File: src/verilog/ubg_consts.svh
`ifndef UBG_CONSTS_SVH
`define UBG_CONSTS_SVH

// register byte offsets on the bus
`define UBG_ADR_GEN_CTRL 8'h00
`define UBG_ADR_RELOAD_LO 8'h04
`define UBG_ADR_RELOAD_HI 8'h08
`define UBG_ADR_BAUD_CTRL 8'h0c
`define UBG_ADR_FRAC_DIV 8'h10
`define UBG_ADR_POWER 8'h14
`define UBG_ADR_CLOCK 8'h18
`define UBG_ADR_COUNT 8'h1c
`define UBG_ADR_SOURCE 8'h20

// general timer control fields
`define UBG_GEN_RX_SEL 5
`define UBG_GEN_TX_SEL 4
`define UBG_GEN_RUN 2

// dedicated baud timer control fields
`define UBG_BAUD_EN 7
`define UBG_BAUD_DIV_HI 2

// power control and clock control fields
`define UBG_PWR_DOUBLE 7
`define UBG_CLK_DIV_HI 2

// reset values
`define UBG_RST_BYTE 8'h00
`define UBG_RST_COUNT 16'h0000

// timing counts
`define UBG_GEN_TOP 16'hffff
`define UBG_OVF_LAST 4'hf
`define UBG_T1_LAST_X1 5'h1f
`define UBG_T1_LAST_X2 5'h0f
`define UBG_FD_OFFSET 9'h040
`define UBG_FD_STEP 9'h002
`define UBG_SHIFT_LAST 6'h0b
`define UBG_FIX_LAST_X1 6'h3f
`define UBG_FIX_LAST_X2 6'h1f

`endif

File: src/verilog/ubg_pkg.sv
package ubg_pkg;

  // serial port operating modes
  typedef enum logic [1:0] {
    UBG_MODE_SHIFT = 2'b00,
    UBG_MODE_VAR8 = 2'b01,
    UBG_MODE_FIX9 = 2'b10,
    UBG_MODE_VAR9 = 2'b11
  } ubg_mode_type;

  // bit-rate source per direction, as shown in the source register
  typedef enum logic [1:0] {
    UBG_SRC_FIXED = 2'b00,
    UBG_SRC_TIMER1 = 2'b01,
    UBG_SRC_GENERAL = 2'b10,
    UBG_SRC_DEDICATED = 2'b11
  } ubg_src_type;

  // all-ones mask of width n, i.e. two to the n minus one
  function automatic logic [6:0] ubg_pow2_mask(input logic [2:0] n);
    ubg_pow2_mask = 7'((8'h01 << n) - 8'h01);
  endfunction

endpackage

File: src/verilog/ubg_frac_timer.sv
`timescale 1ns/1ns
`include "ubg_consts.svh"

module ubg_frac_timer
  import ubg_pkg::*;
#(
  parameter int FD_WIDTH = 8
) (
  // system
  input wire logic clock,
  input wire logic reset,
  // control
  input wire logic core_tick,
  input wire logic enable,
  input wire logic [2:0] div_sel,
  input wire logic [FD_WIDTH-1:0] frac_div,
  // result
  output logic bit_tick
);

  if (FD_WIDTH != 8) begin : g_chk
    $error("ubg_frac_timer: FD_WIDTH must be 8");
  end

  logic [6:0] pre_q;
  logic [6:0] pre_d;
  logic [8:0] acc_q;
  logic [8:0] acc_d;
  logic tick_q;
  logic tick_d;

  // binary prescale by two to the power of the divider field
  wire [6:0] pre_mask = ubg_pow2_mask(div_sel); // [RULE7]
  wire pre_tick = enable && core_tick && ((pre_q & pre_mask) == pre_mask); // [RULE7]

  // period of (fd+64)/2 prescaled ticks, kept fractional in the accumulator
  wire [8:0] modulus = {1'b0, frac_div} + `UBG_FD_OFFSET; // [RULE8]
  wire [8:0] acc_step = acc_q + `UBG_FD_STEP; // [RULE8]
  wire acc_wrap = acc_step >= modulus; // [RULE11]

  assign pre_d = !enable ? 7'h00 : (core_tick ? 7'(pre_q + 7'h01) : pre_q);
  assign acc_d = !enable ? 9'h000 :
                 (!pre_tick ? acc_q : (acc_wrap ? 9'(acc_step - modulus) : acc_step));
  assign tick_d = pre_tick && acc_wrap;
  assign bit_tick = tick_q;

  // prescaler, accumulator and tick registers
  always_ff @(posedge clock or posedge reset) begin
    if (reset) begin
      pre_q <= 7'h00;
      acc_q <= 9'h000;
      tick_q <= 1'b0;
    end else begin
      pre_q <= pre_d;
      acc_q <= acc_d;
      tick_q <= tick_d;
    end
  end
endmodule

File: src/verilog/ubg_baud_gen.sv
`timescale 1ns/1ns
`include "ubg_consts.svh"
// Behaviour
// RULE1 - general timer gives one bit per sixteen overflows
// RULE2 - general timer advances once every two core clock cycles
// RULE3 - general timer reloads its full 16-bit count on each overflow
// RULE4 - tx and rx clock selects pick the general timer per direction
// RULE5 - general timer rate is core clock over 32 times counts to overflow
// RULE6 - baud timer enable overrides rate doubling and both clock selects
// RULE7 - dedicated timer prescales by two to the divider field
// RULE8 - dedicated rate is twice core over prescale times divider plus 64
// RULE9 - software picks divider as log2 of core over 32 times rate
// RULE10 - software picks divider value rounded from the rate formula minus 64
// RULE11 - dedicated timer reaches 12 to 393216 bits per second closely
// RULE12 - core frequency follows the clock control divider field
// RULE13 - timer rates serve only variable modes; other modes divide fixed
// RULE14 - dedicated timer enable is clear after reset
module ubg_baud_gen
  import ubg_pkg::*;
#(
  parameter int TIMER_WIDTH = 16,
  parameter int FD_WIDTH = 8
) (
  // system
  input wire logic clock,
  input wire logic reset,
  // wishbone slave
  input wire logic wb_cyc_i,
  input wire logic wb_stb_i,
  input wire logic wb_we_i,
  input wire logic [7:0] wb_adr_i,
  input wire logic [3:0] wb_sel_i,
  input wire logic [31:0] wb_dat_i,
  output logic [31:0] wb_dat_o,
  output logic wb_ack_o,
  // serial port side
  input wire logic [1:0] serial_mode,
  input wire logic timer1_overflow,
  output logic tx_bit_tick,
  output logic rx_bit_tick
);

  if (TIMER_WIDTH != 16 || FD_WIDTH != 8) begin : g_chk
    $error("ubg_baud_gen: TIMER_WIDTH must be 16 and FD_WIDTH 8");
  end

  logic ack_q;
  logic [31:0] rdat_q;
  logic [7:0] gen_ctrl_q;
  logic [7:0] reload_lo_q;
  logic [7:0] reload_hi_q;
  logic [7:0] baud_ctrl_q;
  logic [7:0] frac_div_q;
  logic [7:0] power_q;
  logic [7:0] clock_ctrl_q;
  logic [6:0] cd_q;
  logic [15:0] gen_q;
  logic [15:0] gen_d;
  logic gen_phase_q;
  logic [3:0] tx_ovf_q;
  logic [3:0] rx_ovf_q;
  logic [4:0] t1_q;
  logic [5:0] fix_q;
  logic [5:0] fix_d;
  logic tx_q;
  logic rx_q;
  logic bt_tick;

  // bus decode: one word per register, data in byte lane 0
  wire bus_req = wb_cyc_i && wb_stb_i;
  wire bus_wr = bus_req && wb_we_i && ack_q && wb_sel_i[0];
  wire wr_gen = bus_wr && (wb_adr_i == `UBG_ADR_GEN_CTRL);
  wire wr_lo = bus_wr && (wb_adr_i == `UBG_ADR_RELOAD_LO);
  wire wr_hi = bus_wr && (wb_adr_i == `UBG_ADR_RELOAD_HI);
  wire wr_baud = bus_wr && (wb_adr_i == `UBG_ADR_BAUD_CTRL);
  wire wr_fd = bus_wr && (wb_adr_i == `UBG_ADR_FRAC_DIV);
  wire wr_pwr = bus_wr && (wb_adr_i == `UBG_ADR_POWER);
  wire wr_clk = bus_wr && (wb_adr_i == `UBG_ADR_CLOCK);
  wire [7:0] wbyte = wb_dat_i[7:0];

  // decoded control bits
  wire tx_sel = gen_ctrl_q[`UBG_GEN_TX_SEL];
  wire rx_sel = gen_ctrl_q[`UBG_GEN_RX_SEL];
  wire gen_run = gen_ctrl_q[`UBG_GEN_RUN];
  wire baud_en = baud_ctrl_q[`UBG_BAUD_EN];
  wire [2:0] bt_div = baud_ctrl_q[`UBG_BAUD_DIV_HI:0];
  wire rate_double_bit = power_q[`UBG_PWR_DOUBLE];
  wire [2:0] cd_sel = clock_ctrl_q[`UBG_CLK_DIV_HI:0];
  wire [15:0] reload_val = {reload_hi_q, reload_lo_q};
  ubg_mode_type mode;
  assign mode = ubg_mode_type'(serial_mode);
  wire var_mode = (mode == UBG_MODE_VAR8) || (mode == UBG_MODE_VAR9);

  // core clock enable: one pulse every two to the divider field clocks
  wire [6:0] cd_mask = ubg_pow2_mask(cd_sel); // [RULE12]
  wire core_tick = (cd_q & cd_mask) == cd_mask; // [RULE12]

  // general timer in baud generator mode, stepping on every second core tick
  wire gen_mode = (tx_sel || rx_sel) && gen_run; // [RULE4]
  wire gen_adv = gen_mode && core_tick && gen_phase_q; // [RULE2]
  wire gen_ovf = gen_adv && (gen_q == `UBG_GEN_TOP);
  assign gen_d = !gen_mode ? reload_val : // stopped timer presets from the reload bytes
                 (!gen_adv ? gen_q : (gen_ovf ? reload_val : 16'(gen_q + 16'h0001))); // [RULE3]

  // sixteen overflows per bit, counted per direction
  wire gen_tx_tick = gen_ovf && tx_sel && (tx_ovf_q == `UBG_OVF_LAST); // [RULE1]
  wire gen_rx_tick = gen_ovf && rx_sel && (rx_ovf_q == `UBG_OVF_LAST); // [RULE1]

  // eight-bit timer overflow path, halved count when rate doubling is set
  wire [4:0] t1_last = rate_double_bit ? `UBG_T1_LAST_X2 : `UBG_T1_LAST_X1;
  wire t1_tick = timer1_overflow && ((t1_q & t1_last) == t1_last);

  // fixed divisions for shift-register and fixed-rate nine-bit modes
  wire [5:0] fix_last = (mode == UBG_MODE_SHIFT) ? `UBG_SHIFT_LAST :
                        (rate_double_bit ? `UBG_FIX_LAST_X2 : `UBG_FIX_LAST_X1); // [RULE13]
  wire fix_tick = core_tick && (fix_q == fix_last); // [RULE13]
  assign fix_d = var_mode ? 6'h00 :
                 (!core_tick ? fix_q : (fix_tick ? 6'h00 : 6'(fix_q + 6'h01)));

  // source selection; dedicated timer wins over both clock selects
  ubg_src_type tx_src;
  ubg_src_type rx_src;
  assign tx_src = !var_mode ? UBG_SRC_FIXED : (baud_en ? UBG_SRC_DEDICATED : // [RULE6]
                  (tx_sel ? UBG_SRC_GENERAL : UBG_SRC_TIMER1)); // [RULE4]
  assign rx_src = !var_mode ? UBG_SRC_FIXED : (baud_en ? UBG_SRC_DEDICATED : // [RULE6]
                  (rx_sel ? UBG_SRC_GENERAL : UBG_SRC_TIMER1)); // [RULE4]

  // tick chosen from a source code, once per direction
  function automatic logic pick_tick(input ubg_src_type src, input logic gen_t,
                                     input logic t1_t, input logic bt_t,
                                     input logic fix_t);
    case (src)
      UBG_SRC_FIXED: pick_tick = fix_t;
      UBG_SRC_TIMER1: pick_tick = t1_t;
      UBG_SRC_GENERAL: pick_tick = gen_t;
      UBG_SRC_DEDICATED: pick_tick = bt_t;
      default: pick_tick = 1'b0;
    endcase
  endfunction

  wire tx_d = pick_tick(tx_src, gen_tx_tick, t1_tick, bt_tick, fix_tick);
  wire rx_d = pick_tick(rx_src, gen_rx_tick, t1_tick, bt_tick, fix_tick);

  // read multiplexer; unmapped offsets read as zero
  wire [31:0] rmux =
    (wb_adr_i == `UBG_ADR_GEN_CTRL) ? {24'h00_0000, gen_ctrl_q} :
    (wb_adr_i == `UBG_ADR_RELOAD_LO) ? {24'h00_0000, reload_lo_q} :
    (wb_adr_i == `UBG_ADR_RELOAD_HI) ? {24'h00_0000, reload_hi_q} :
    (wb_adr_i == `UBG_ADR_BAUD_CTRL) ? {24'h00_0000, baud_ctrl_q} :
    (wb_adr_i == `UBG_ADR_FRAC_DIV) ? {24'h00_0000, frac_div_q} :
    (wb_adr_i == `UBG_ADR_POWER) ? {24'h00_0000, power_q} :
    (wb_adr_i == `UBG_ADR_CLOCK) ? {24'h00_0000, clock_ctrl_q} :
    (wb_adr_i == `UBG_ADR_COUNT) ? {16'h0000, gen_q} :
    (wb_adr_i == `UBG_ADR_SOURCE) ? {28'h000_0000, rx_src, tx_src} :
    32'h0000_0000;

  assign wb_ack_o = ack_q;
  assign wb_dat_o = rdat_q;
  assign tx_bit_tick = tx_q;
  assign rx_bit_tick = rx_q;

  // bus handshake: ack one cycle after the request, dropped the next
  always_ff @(posedge clock or posedge reset) begin
    if (reset) begin
      ack_q <= 1'b0;
      rdat_q <= 32'h0000_0000;
    end else begin
      ack_q <= bus_req && !ack_q;
      rdat_q <= (bus_req && !ack_q) ? rmux : rdat_q;
    end
  end

  // general timer control and reload bytes
  always_ff @(posedge clock or posedge reset) begin
    if (reset) begin
      gen_ctrl_q <= `UBG_RST_BYTE;
      reload_lo_q <= `UBG_RST_BYTE;
      reload_hi_q <= `UBG_RST_BYTE;
    end else begin
      gen_ctrl_q <= wr_gen ? wbyte : gen_ctrl_q;
      reload_lo_q <= wr_lo ? wbyte : reload_lo_q;
      reload_hi_q <= wr_hi ? wbyte : reload_hi_q;
    end
  end

  // dedicated timer, power and clock control; reserved bits stay zero
  always_ff @(posedge clock or posedge reset) begin
    if (reset) begin
      baud_ctrl_q <= `UBG_RST_BYTE; // [RULE14]
      frac_div_q <= `UBG_RST_BYTE;
      power_q <= `UBG_RST_BYTE;
      clock_ctrl_q <= `UBG_RST_BYTE;
    end else begin
      baud_ctrl_q <= wr_baud ? {wbyte[7], 4'h0, wbyte[2:0]} : baud_ctrl_q;
      frac_div_q <= wr_fd ? wbyte : frac_div_q;
      power_q <= wr_pwr ? {wbyte[7], 7'h00} : power_q;
      clock_ctrl_q <= wr_clk ? {5'h00, wbyte[2:0]} : clock_ctrl_q;
    end
  end

  // core divider and general timer counting
  always_ff @(posedge clock or posedge reset) begin
    if (reset) begin
      cd_q <= 7'h00;
      gen_q <= `UBG_RST_COUNT;
      gen_phase_q <= 1'b0;
    end else begin
      cd_q <= 7'(cd_q + 7'h01);
      gen_q <= gen_d; // [RULE5]
      gen_phase_q <= (gen_mode && core_tick) ? !gen_phase_q : gen_phase_q; // [RULE2]
    end
  end

  // overflow dividers for the general timer and timer1 paths
  always_ff @(posedge clock or posedge reset) begin
    if (reset) begin
      tx_ovf_q <= 4'h0;
      rx_ovf_q <= 4'h0;
      t1_q <= 5'h00;
    end else begin
      tx_ovf_q <= (gen_ovf && tx_sel) ? 4'(tx_ovf_q + 4'h1) : tx_ovf_q; // [RULE1]
      rx_ovf_q <= (gen_ovf && rx_sel) ? 4'(rx_ovf_q + 4'h1) : rx_ovf_q; // [RULE1]
      t1_q <= timer1_overflow ? 5'(t1_q + 5'h01) : t1_q;
    end
  end

  // fixed divider and registered tick outputs
  always_ff @(posedge clock or posedge reset) begin
    if (reset) begin
      fix_q <= 6'h00;
      tx_q <= 1'b0;
      rx_q <= 1'b0;
    end else begin
      fix_q <= fix_d;
      tx_q <= tx_d; // [RULE13]
      rx_q <= rx_d; // [RULE13]
    end
  end

  // dedicated fractional-divider baud timer
  ubg_frac_timer #(
    .FD_WIDTH(FD_WIDTH)
  ) u_frac (
    .clock(clock),
    .reset(reset),
    .core_tick(core_tick),
    .enable(baud_en), // [RULE6]
    .div_sel(bt_div),
    .frac_div(frac_div_q),
    .bit_tick(bt_tick)
  );
endmodule

File: config.mk
export PLATFORM = sky130hd
export DESIGN_NAME = ubg_baud_gen
export DESIGN_NICKNAME = d
export VERILOG_FILES = /design/src/verilog/ubg_pkg.sv /design/src/verilog/ubg_frac_timer.sv /design/src/verilog/ubg_baud_gen.sv
export VERILOG_INCLUDE_DIRS = /design/src /design/src/verilog
export SDC_FILE = /design/constraint.sdc
export NUM_CORES = 1
export LEC_CHECK = 0
export BUFFER_PORTS_ARGS = -buffer_cell sky130_fd_sc_hd__buf_2
export CAP_MARGIN = 30
export CORE_MARGIN = 10
export CORE_UTILIZATION = 59
export CTS_BUF_LIST = sky130_fd_sc_hd__clkbuf_16
export DETAILED_ROUTE_END_ITERATION = 7
export PLACE_DENSITY = 0.9
export SLEW_MARGIN = 20
export SYNTH_ARGS = -nofsm -noshare
export SYNTH_HDL_FRONTEND = slang
export SYNTH_SLANG_ARGS = --single-unit
export TNS_END_PERCENT = 20
File: constraint.sdc
create_clock -name clock -period 5.5 [get_ports clock]
set_input_delay 1.1 -clock clock [delete_from_list [all_inputs] [get_ports clock]]
set_output_delay 1.1 -clock clock [all_outputs]
set_load 0.05 [all_outputs]
# After elaboration in Yosys (flattened, before gate mapping)
# Index checks and enable logic that the tools add are counted.
dict set report word_totals {
  ff_bits 135
  latch_bits 0
  ram_bits 0
  rom_bits 0
  in_bits 52
  output_inout_bits 35
  memories 0
}
dict set report op_classes {
  n_addsub 12
  n_mul 0
  div_mod_pow 0
  order_cmp 1
  eq_ne 26
  shift 2
  n_mux 31
  n_bitwise 3
  reduce_logical 34
}
# op count
set op_table {}
lappend op_table {{$mux W16} 11}
lappend op_table {{$eq A8 B5 Y1 const B} 4}
lappend op_table {{$mux W6} 5}
lappend op_table {{$mux W9} 3}
lappend op_table {{$logic_and A1 B1 Y1} 25}
lappend op_table {{$add A16 B1 Y16 const B} 1}
lappend op_table {{$eq A16 B16 Y1 const B} 1}
lappend op_table {{$eq A8 B4 Y1 const B} 2}
lappend op_table {{$add A7 B1 Y7 const B} 2}
lappend op_table {{$and A7 B7 Y7} 2}
lappend op_table {{$eq A7 B7 Y1} 2}
lappend op_table {{$mux W7} 2}
lappend op_table {{$shl A1 B3 Y7 const A} 2}
lappend op_table {{$sub A7 B1 Y7 const B} 2}
lappend op_table {{$mux W2} 6}
lappend op_table {{$eq A2 B2 Y1 const B} 5}
lappend op_table {{$add A8 B7 Y9 const B} 1}
lappend op_table {{$add A9 B2 Y9 const B} 1}
lappend op_table {{$ge A9 B9 Y1} 1}
lappend op_table {{$sub A9 B9 Y9} 1}
lappend op_table {{$add A4 B1 Y4 const B} 2}
lappend op_table {{$eq A4 B4 Y1 const B} 2}
lappend op_table {{$eq A8 B3 Y1 const B} 1}
lappend op_table {{$eq A8 B6 Y1 const B} 1}
lappend op_table {{other kinds (15)} 24}

# Logic depth before layout (Yosys ltp)
# Gate-level depths: netlist (run 1).
dict set report depth {
  ltp_word 12
  depth_mapped 11
}

# Cells and area by module
# Synthesis (run 1) repeated with hierarchy kept, for this count alone.
dict set report unflattened {
  hier_cells 688
  hier_area_um2 6837.8
}
# mod n_inst cells_each area_each_um2 seq_area_each_um2
set modules_own_cells {}
lappend modules_own_cells {ubg_baud_gen 1 511 5312.6 2552.4}
lappend modules_own_cells {ubg_frac_timer 1 177 1525.2 425.4}

# Worst setup path before layout (run 1)
# Ideal clock, no wire load.
dict set report synth_timing {
  kind {in2reg}
  start {input port wb_adr_i[5]}
  end {register reload_hi_q[0]}
  setup_ns 0.127
  arrival_time_ns 2.556
  required_time_ns 5.373
  setup_slack_ns 2.817
  path_stages 6
  n_path_buf 2
  cell_sequence {or4_1 buf_2 nor3_4 and2_1 buf_4 mux2_1}
}
dict set report synth_between {
  elab_chain_len 2
}
# item line_no
set synth_lines {}
lappend synth_lines {{from (decl)} ubg_baud_gen.sv:31} ;# input wire logic [7:0] wb_adr_i,
lappend synth_lines {{$eq A8 B4 Y1 (no source line)} --}
lappend synth_lines {{$logic_and A1 B1 Y1} ubg_baud_gen.sv:74} ;# wire wr_hi = bus_wr && (wb_adr_i == `UBG_ADR_RELOAD_HI);
lappend synth_lines {{to (signal assigned)} ubg_baud_gen.sv:178} ;# reload_hi_q <= `UBG_RST_BYTE;
lappend synth_lines {{to (signal assigned)} ubg_baud_gen.sv:182} ;# reload_hi_q <= wr_hi ? wbyte : reload_hi_q;
lappend synth_lines {{to (decl)} ubg_baud_gen.sv:51} ;# logic [7:0] reload_hi_q;
# Every way passes these cells.
# A chain may end at the register's enable or synchronous reset.

# Final worst setup path (run 1)
dict set report layout_timing {
  start {register u_frac.acc_q[1]}
  end {register u_frac.acc_q[1]}
}
dict set report layout_between {
  elab_chain_len 5
  word_cells_on_any_way 6
  cone_classes {add/sub (2); order compare (1); mux (3)}
}
# item line_no
set layout_lines {}
lappend layout_lines {{from (decl)} ubg_frac_timer.sv:27} ;# logic [8:0] acc_q;
lappend layout_lines {{from (signal assigned)} ubg_frac_timer.sv:51} ;# acc_q <= 9'h000;
lappend layout_lines {{from (signal assigned)} ubg_frac_timer.sv:55} ;# acc_q <= acc_d;
lappend layout_lines {{$add A9 B2 Y9 (no source line) *} --}
lappend layout_lines {{$sub A9 B9 Y9 or $ge A9 B9 Y1 (tied branches)} {ubg_frac_timer.sv:43, ubg_frac_timer.sv:39}}
lappend layout_lines {{$mux W9 * (2 in a row)} ubg_frac_timer.sv:43} ;# (!pre_tick ? acc_q : (acc_wrap ? 9'(acc_step - modulus) : acc_step));
lappend layout_lines {{$mux W9 *} ubg_frac_timer.sv:42} ;# assign acc_d = !enable ? 9'h000 :
# Every way passes the cells marked *; elsewhere a longest branch is shown, timed or not. The select of a mux whose other input is x is not followed.

==> results of run 1 <==
cell type report:
cell class | count | area [µm²]
Antenna cell | 2 | 5.00
Clock buffer | 17 | 425
Clock inverter | 12 | 48.8
Fill cell | 855 | 3800
Inverter | 24 | 92.6
Multi-Input combinational cell | 501 | 3610
Sequential cell | 119 | 2980
Tap cell | 143 | 179
Timing Repair Buffer | 49 | 280
cell families (layout without fill, tap and decap cells):
kind of cell / count (synthesis) / after routing / share of synthesized area
AND/OR/NAND/NOR: 219 / 219 / 0.178
AO/OA/AOI/OAI: 160 / 160 / 0.173
flip-flops: 119 / 119 / 0.432
buffers and inverters: 72 / 102 / 0.0518
multiplexers: 53 / 53 / 0.0850
XOR/XNOR: 34 / 34 / 0.0432
adder cells (fa/ha/maj): 19 / 19 / 0.0356
other: 1 / 18 / 0.000544
routing by layer:
layer,vias to the layer above,wire length [µm]
met5,-,0
met4,0,616
met3,55,1540
met2,274,8340
met1,2843,7240
li1,2581,-
per-stage QoR:
stage,power (mW),instances
3_3_place_gp,1.12,835
5_1_grt,2.10,865
4_1_cts,2.04,864
2_1_floorplan,1.08,692
3_5_place_dp,1.12,835
6_report,2.03,867
worst max path at each step:
stage                                        to                         from  cells after the start
detailed placement   reload_hi_q[4]$_DFFE_PP0P_                  wb_adr_i[5]                      5
CTS                 u_frac.acc_q[1]$_DFFE_PP0P_  u_frac.acc_q[1]$_DFFE_PP0P_                     10
global placement     reload_hi_q[5]$_DFFE_PP0P_                  wb_adr_i[5]                      5
finish              u_frac.acc_q[1]$_DFFE_PP0P_  u_frac.acc_q[1]$_DFFE_PP0P_                     10
global route        u_frac.acc_q[1]$_DFFE_PP0P_  u_frac.acc_q[1]$_DFFE_PP0P_                     10
floorplan            baud_ctrl_q[0]$_DFFE_PP0P_                        reset                      1
flip-flops by register name (all words and copies together), names as in the netlist, 3 cells and up:
name,count
t1_q,5
tx_ovf_q,4
frac_div_q,8
gen_ctrl_q,8
reload_hi_q,8
fix_q,6
baud_ctrl_q,4
wb_dat_o,16
reload_lo_q,8
clock_ctrl_q,3
cd_q,7
u_frac.pre_q,7
rx_ovf_q,4
gen_q,16
u_frac.acc_q,9
report_power, final:
| part | switching [mW] | total [mW] | leakage, nW | internal (mW) |
|---|---|---|---|---|
| combinational | 0.129 | 0.181 | 1.71 | 0.0517 |
| clock | 0.366 | 0.912 | 0.243 | 0.546 |
| sequential | 0.0246 | 0.933 | 1.62 | 0.908 |
| total | 0.519 | 2.03 | 3.57 | 1.51 |
cells in the final DEF, fill, tap and decap left out, drive strengths merged, types with 5 or more instances in the layout:
| cell type | Yosys | routed |
|---|---|---|
| a31oi | 13 | 13 |
| buf | 25 | 49 |
| nand3 | 39 | 39 |
| mux2i | 9 | 9 |
| a22o | 10 | 10 |
| nor4 | 5 | 5 |
| inv | 24 | 26 |
| o21ai | 28 | 28 |
| o22a | 6 | 6 |
| xor2 | 23 | 23 |
| o22ai | 8 | 8 |
| xnor2 | 11 | 11 |
| a21oi | 23 | 23 |
| nor2 | 52 | 52 |
| nand4 | 15 | 15 |
| nor3 | 19 | 19 |
| nand2 | 39 | 39 |
| and3 | 15 | 15 |
| nand2b | 7 | 7 |
| o21a | 5 | 5 |
| ha | 18 | 18 |
| a41oi | 7 | 7 |
| mux2 | 44 | 44 |
| conb | 1 | 16 |
| clkbuf | 23 | 17 |
| clkinv | 0 | 10 |
| dfrtp | 119 | 119 |
| or4 | 5 | 5 |
| a221oi | 8 | 8 |
| a211oi | 8 | 8 |
==> reports/metrics.csv, run 1 <==
metric;value;unit
routabilityCongestion;0.983;
startpoint_type;flop;
hold-worst-slack;468;ps
endpoint_kind;flop;
rsz0062_at_grt;false;
powerDensity;266;nW/µm²
synth_top_area_cell;dfrtp_1;
synth_cell_types;82;
worst_slew_pin_slew;785;ps
finalSetupViolCount;0;
drtPass1Iterations;6;
grt_overflow_total;0;
r2r_slack;2530;ps
vdd.ir_drop.worst;0.259;mV
synthTopCellsByCount;dfrtp_1 (119), nor2_1 (47), mux2_1 (39), nand2_1 (38), nand3_1 (36);
hold_path.class;flop to flop;
io_buffers;43;
grt_usage;0.220;
async_flop_share;1.00;
placementRows;39;
fin_ws;2530;ps
start_util;0.603;
worstSetupPathType;flop to flop;
synth-edff-count;0;
yosysWarnings;0;
cpPeakStageDelay;460;ps
nets;783;
r2r_cells;10;
drt_iter0_markers;735;
postRouteAntennaNets;0;
vias;5753;
grt_max_degree;73;
slew_headroom;0.477;
crit_top_cell;ha_1;
cts_buffers;17;
fmax;337;MHz
ctsHtreeMaxLevel;4;
fin_util;0.667;
fin_setup_tns;0;ps
drv_slew;0;
outcome;finished, final reports clean;
fp.dieH;128;µm
critPathSlowestCell;dfrtp_1;
synthFlopType;dfrtp_1;
post-route-drc-count;0;
postCtsHoldBufs;0;
synth.most_common_cell;dfrtp_1;
p_leak;3.57;nW
synth_area_leaders;dfrtp_1 (43%), mux2_1 (6.4%), ha_1 (3.3%);
post-route-min-period;2970;ps
root_buffer;clkbuf_16;
use_met1;0.274;
preCtsSetupSlack;2300;ps
synthToLayoutAreaGrowth;10.6;%
vias_per_cell;6.64;
cts_sinks;119;
worst_ep_required_time;5850;ps
whs_path_depth;1;
cts_tree;done;
rr_startpoint;u_frac.acc_q[1]$_DFFE_PP0P_;
dieArea;16400;µm²
ios;87;
met3_usage;0.0637;
synthCells;677;
cap_violations;0;
crit_family;compound AO/OA/AOI/OAI gates;
cts.repair.resized;0;
insertion_delay;420;ps
hp-start;t1_q[3]$_DFFE_PP0P_;
cp_data_arrival_time;3320;ps
yosys_register_bits;119;
grt_antenna_before_repair;1;
hold_viol;0;
min_to;t1_q[3]$_DFFE_PP0P_;
core-area;11400;µm²
grt_pass1_vias;5687;
path_cells;ha_1, nand3_1, xnor2_1, ha_1, nor2_1, nor3b_1, o221ai_2, a21oi_4, mux2_1, o21ai_1;
ys_seq_area_frac;0.432;
crit_fanout;8;
fin_skew;8.90;ps
fin_area;7620;µm²
synth_top_area_frac;0.432;
clock_path_buffers;2;
grt_pass1_wl;28900;µm
min_period_over_period;0.540;
syn_area;6890;µm²
synth_area_per_cell;10.2;µm²
routed_wl;17700;µm
place_area;7110;µm²
use_met2;0.338;
grt-busiest-layer;met2;
regToRegEndpoint;u_frac.acc_q[1]$_DFFE_PP0P_;
wl_per_cell;20.4;µm
crit_buf_inv;0;
postCtsSetupBuffers;0;
drive_above_1_share;0.152;
path_clk_slew;50;ps
die_x;128;µm
dpl.hpwl;12500;µm
Power figures use the tool's default switching activity.
==> run 2: changes to the inputs <==
ABC_AREA = 1   (was unset)
clock period = 2.8 ns   (was 5.5 ns; I/O delays follow)
==> reports/metrics.csv, run 2 <==
metric;value;unit
synthXorXnorAreaFrac;0.0504;
n_fill_cell;885;
synth_top_area_frac;0.418;
synthFlopType;dfrtp_1;
post-route-drc-count;0;
startpoint;u_frac.acc_q[1]$_DFFE_PP0P_;
insertion_delay;430;ps
fin_skew;9.13;ps
clock_path_buffers;2;
drive_above_1_share;0.158;
routed_wl;17300;µm
synth_area_leaders;dfrtp_1 (42%), nand2_1 (12%), inv_1 (6.4%);
grt_usage;0.216;
synthMuxAreaShare;0.00158;
synthToLayoutAreaGrowth;13.9;%
cts_tree;done;
r2r_cells;14;
synth.most_common_cell;nand2_1;
io_buffers;43;
fp.dieH;130;µm
ctsHtreeMaxLevel;4;
yosysWarnings;0;
grt_pass1_wl;29200;µm
startpoint_type;flop;
synthSimpleGateAreaFrac;0.304;
drt_iter0_markers;855;
rr_startpoint;u_frac.acc_q[1]$_DFFE_PP0P_;
root_buffer;clkbuf_16;
start_util;0.599;
drv_slew;0;
seq_area;2980;µm²
postRouteAntennaNets;0;
core-area;11900;µm²
fin_ws;242;ps
min_period_over_period;0.913;
fmax;391;MHz
grt_overflow_total;0;
n_antenna_cell;0;
fin_setup_tns;0;ps
postCtsSetupBuffers;0;
dieArea;16900;µm²
routabilityCongestion;0.945;
worst_ep_required_time;3170;ps
hold_path.class;primary input to async pin;
endpoint_kind;flop;
ios;87;
power;4.71;mW
vias;6310;
path_clk_slew;60;ps
multiInputGateArea;3490;µm²
r2r_slack;240;ps
grt_antenna_before_repair;0;
synth_top_family_by_area;simple AND/OR/NAND/NOR gates;
synth_top_area_cell;dfrtp_1;
hold_viol;0;
synth-edff-count;0;
async_flop_share;1.00;
synthCells;915;
crit_end;u_frac.acc_q[8]$_DFFE_PP0P_;
synthAdderAreaFrac;0.0344;
preCtsSetupSlack;248;ps
outcome;finished, final reports clean;
die_x;130;µm
synthTopCellsByCount;nand2_1 (229), inv_1 (122), dfrtp_1 (119), o21ai_0 (67), nand3_1 (59);
vdd.ir_drop.worst;0.391;mV
finalSetupViolCount;0;
ys_seq_area_frac;0.418;
final_cell_mix;nand2_1 (229), inv_1 (121), dfrtp_1 (119);
powerDensity;580;nW/µm²
final_common_cell;nand2_1;
cap_violations;0;
drtPass1Iterations;7;
p_leak;3.98;nW
grt_max_degree;120;
yosys_register_bits;119;
syn_area;7130;µm²
cts_buffers;17;
wl_per_cell;15.4;µm
placementRows;40;
vias_per_cell;5.60;
cp_data_arrival_time;2930;ps
rsz0062_at_grt;false;
post-route-min-period;2560;ps
worst_slew_pin_slew;681;ps
regToRegEndpoint;u_frac.acc_q[8]$_DFFE_PP0P_;
synth_area_per_cell;7.79;µm²
synth_cell_types;42;
slew_headroom;0.544;
grt_pass1_vias;6067;
worstSetupPathType;flop to flop;
dpl.hpwl;12200;µm
cts_sinks;119;
crit_fanout;17;
nets;1037;
synth_compound_area_frac;0.0907;
## run 2: timing repair
item	4_1_cts	5_1_grt
setup endpoints to repair	0	1
resized for setup	0	1
hold buffers	0	0
## run 2: per-stage QoR
| step | hold WS (ps) | instances | instance area, µm² | util |
|---|---|---|---|---|
| finish | 294 | 1126 | 8120 | 0.682 |
| floorplan | 437 | 930 | 7190 | - |
| global route | 328 | 1126 | 8120 | 0.682 |
| CTS | 332 | 1126 | 8120 | 0.682 |
| global placement | 452 | 1094 | 7420 | 0.623 |
| detailed placement | 460 | 1094 | 7420 | 0.623 |
## run 2: worst min path at each step
| stage | start | endpoint | slack [ps] | depth (start not counted) |
|---|---|---|---|---|
| after floorplan | cd_q[0]$_DFF_PP0_ | cd_q[0]$_DFF_PP0_ | 440 | 1 |
| after global placement | cd_q[0]$_DFF_PP0_ | cd_q[0]$_DFF_PP0_ | 450 | 1 |
| after detailed placement | cd_q[3]$_DFF_PP0_ | cd_q[3]$_DFF_PP0_ | 460 | 1 |
| after CTS | reset | u_frac.acc_q[6]$_DFFE_PP0P_ | 330 | 3 |
| after global routing | reset | u_frac.acc_q[6]$_DFFE_PP0P_ | 330 | 3 |
| final | reset | u_frac.acc_q[6]$_DFFE_PP0P_ | 290 | 3 |
## run 2: layer usage
| metal | global-route usage | part of all wire | up-vias |
|---|---|---|---|
| met5 | 0 | 0 | - |
| met2 | 0.348 | 0.47 | 263 |
| met4 | 0.0906 | 0.026 | 0 |
| met1 | 0.271 | 0.42 | 2979 |
| li1 | - | - | 3013 |
| met3 | 0.0560 | 0.084 | 55 |
## run 2: kinds of logic (layout without fill, tap and decap cells)
group | Yosys count | after routing
AOI/OAI and AO/OA | 121 | 121
xor gates and xnor gates | 41 | 41
adders and majority gates | 19 | 19
buffers and inverters | 162 | 211
DFF | 119 | 119
muxes | 1 | 1
other | 1 | 16
and+or+nand+nor | 451 | 451
## run 2: worst max-delay path: stages, from the launching register on
cell and delay [ps]:
dfrtp_1 400, ha_1 220, nand3_1 130, nand3b_1 210
xnor2_1 180, ha_1 310, inv_1 90, nor3_1 250
nand3_1 110, nand4_1 100, buf_4 210, inv_1 90
nand2_1 70, nand3_1 70, nand2_1 60
## run 2: final cells by class
| cell class | count | share of cell area |
|---|---|---|
| well taps | 147 | 0.0227 |
| repair buffers | 49 | 0.0336 |
| inverters | 130 | 0.0606 |
| clock inverters | 15 | 0.0337 |
| clock buffers | 17 | 0.0524 |
| flip-flops and latches | 119 | 0.367 |
| multi-input cells | 649 | 0.430 |
## run 2: where the power goes
| part | internal [mW] | switching (mW) |
|---|---|---|
| clock | 1.76 | 0.829 |
| sequential | 1.78 | 0.0390 |
| combinational | 0.0863 | 0.220 |
==> run 3: changes to the inputs <==
PLACE_DENSITY = 0.92   (was 0.9)
==> reports/metrics.csv, run 3 (same netlist as run 2, synthesis figures left out) <==
metric;value;unit
outcome;finished, final reports clean;
io_buffers;43;
powerDensity;494;nW/µm²
synthToLayoutAreaGrowth;11.5;%
crit_family;simple AND/OR/NAND/NOR gates;
fin_setup_tns;0;ps
post-route-min-period;2560;ps
worst_slew_pin_slew;667;ps
die_x;130;µm
drt_iter0_markers;696;
worst_ep_required_time;3160;ps
grt_antenna_before_repair;0;
final_cell_count_no_fill;1126;
ios;87;
cts_sinks;119;
cap_violations;0;
fp.dieH;130;µm
crit_buf_inv;3;
post-route-drc-count;0;
final_common_cell;nand2_1;
placementRows;40;
p_leak;3.94;nW
cpPeakStageDelay;380;ps
slew_headroom;0.555;
ctsHtreeMaxLevel;4;
dp_cells;1096;
power;3.93;mW
dieArea;16900;µm²
hold-worst-slack;227;ps
rr_startpoint;u_frac.acc_q[1]$_DFFE_PP0P_;
grt_overflow_total;0;
cts_buffers;17;
routabilityCongestion;0.954;
endpoint_kind;flop;
vias;6364;
crit_fanout;17;
vdd.ir_drop.worst;0.402;mV
clock_path_buffers;2;
fmax;391;MHz
met3_usage;0.0613;
n_antenna_cell;0;
drtPass1Iterations;5;
grt_pass1_vias;6082;
root_buffer;clkbuf_16;
use_met2;0.352;
critPathSlowestCell;dfrtp_1;
crit_top_cell;nand3_1;
fin_ws;242;ps
place_area;7450;µm²
wl_per_cell;15.8;µm
startpoint;u_frac.acc_q[1]$_DFFE_PP0P_;
startpoint_type;flop;
grt_max_degree;41;
insertion_delay;420;ps
fin_area;7950;µm²
hold_viol;0;
grt_usage;0.217;
fin_skew;9.71;ps
hold_path.class;primary input to async pin;
cts_tree;done;
start_util;0.599;
use_met1;0.269;
drive_above_1_share;0.153;
core-area;11900;µm²
grt_pass1_wl;29400;µm
routed_wl;17800;µm
path_clk_slew;50;ps
postRouteAntennaNets;0;
finalSetupViolCount;0;
postCtsHoldBufs;0;
grt-busiest-layer;met2;
nets;1040;
path_cells;ha_1, nand3_1, nand3b_1, xnor2_1, ha_1, inv_1, nor3_2, nand3_1, nand4_1, buf_6, inv_1, nand2_1, nand3_1, nand2_1;
dpl.hpwl;12700;µm
worstSetupPathType;flop to flop;
drv_slew;0;
min_period_over_period;0.913;
final_cell_mix;nand2_1 (229), inv_1 (125), dfrtp_1 (119);
r2r_slack;240;ps
preCtsSetupSlack;218;ps
fin_util;0.668;
cp_data_arrival_time;2920;ps
vias_per_cell;5.65;
==> run 3: changes by cell type in the layout (fill, tap and decap cells not counted), moves of 2 or more <==
cell | previous run | this run
bufinv_16 | 7 | 0
inv_6 | 2 | 0
clkinv_2 | 0 | 5
nor3_1 | 19 | 17
nor3_2 | 1 | 3
clkinv_1 | 2 | 5
inv_1 | 121 | 125
clkinvlp_4 | 6 | 1
==> run 3: where the power goes <==
group	total [mW]	internal (mW)	switching, mW
logic	0.311	0.0896	0.221
registers	1.81	1.78	0.0372
clock network	1.80	1.08	0.729
total	3.93	2.94	0.987
==> run 3: layout make-up <==
type / count / area (µm²)
Tap cell: 147 / 184
Multi-Input combinational cell: 649 / 3510
Sequential cell: 119 / 2980
Timing Repair Buffer: 52 / 312
Fill cell: 935 / 3960
Inverter: 130 / 492
Clock inverter: 12 / 51.3
Clock buffer: 17 / 425
==> run 3: metal layers <==
layer	vias to the layer above	share of wire
li1	3007	-
met1	3046	0.42
met2	260	0.48
met3	51	0.078
met4	0	0.027
met5	-	0
==> run 3: repair_timing <==
action,CTS,global route
buffers inserted,0,1
setup endpoints to repair,0,10
resized for setup,0,5
==> run 3: worst register-to-register path, delay by kind of cell, from the launching register on <==
| kind | cells | cell delay (ps) |
|---|---|---|
| buffers and inverters | 3 | 400 |
| XOR/XNOR | 1 | 170 |
| flip-flops | 1 | 380 |
| AND/OR/NAND/NOR | 8 | 1020 |
| adder cells (fa/ha/maj) | 2 | 520 |
==> run 3: worst paths after layout <==
check	endpoint	cells after the start
max	u_frac.acc_q[8]$_DFFE_PP0P_	14
min	u_frac.acc_q[4]$_DFFE_PP0P_	2
max reg2reg	u_frac.acc_q[8]$_DFFE_PP0P_	14
min reg2reg	t1_q[3]$_DFFE_PP0P_	1
max in group asynchronous	t1_q[3]$_DFFE_PP0P_	3
min in group clock	t1_q[0]$_DFFE_PP0P_	2
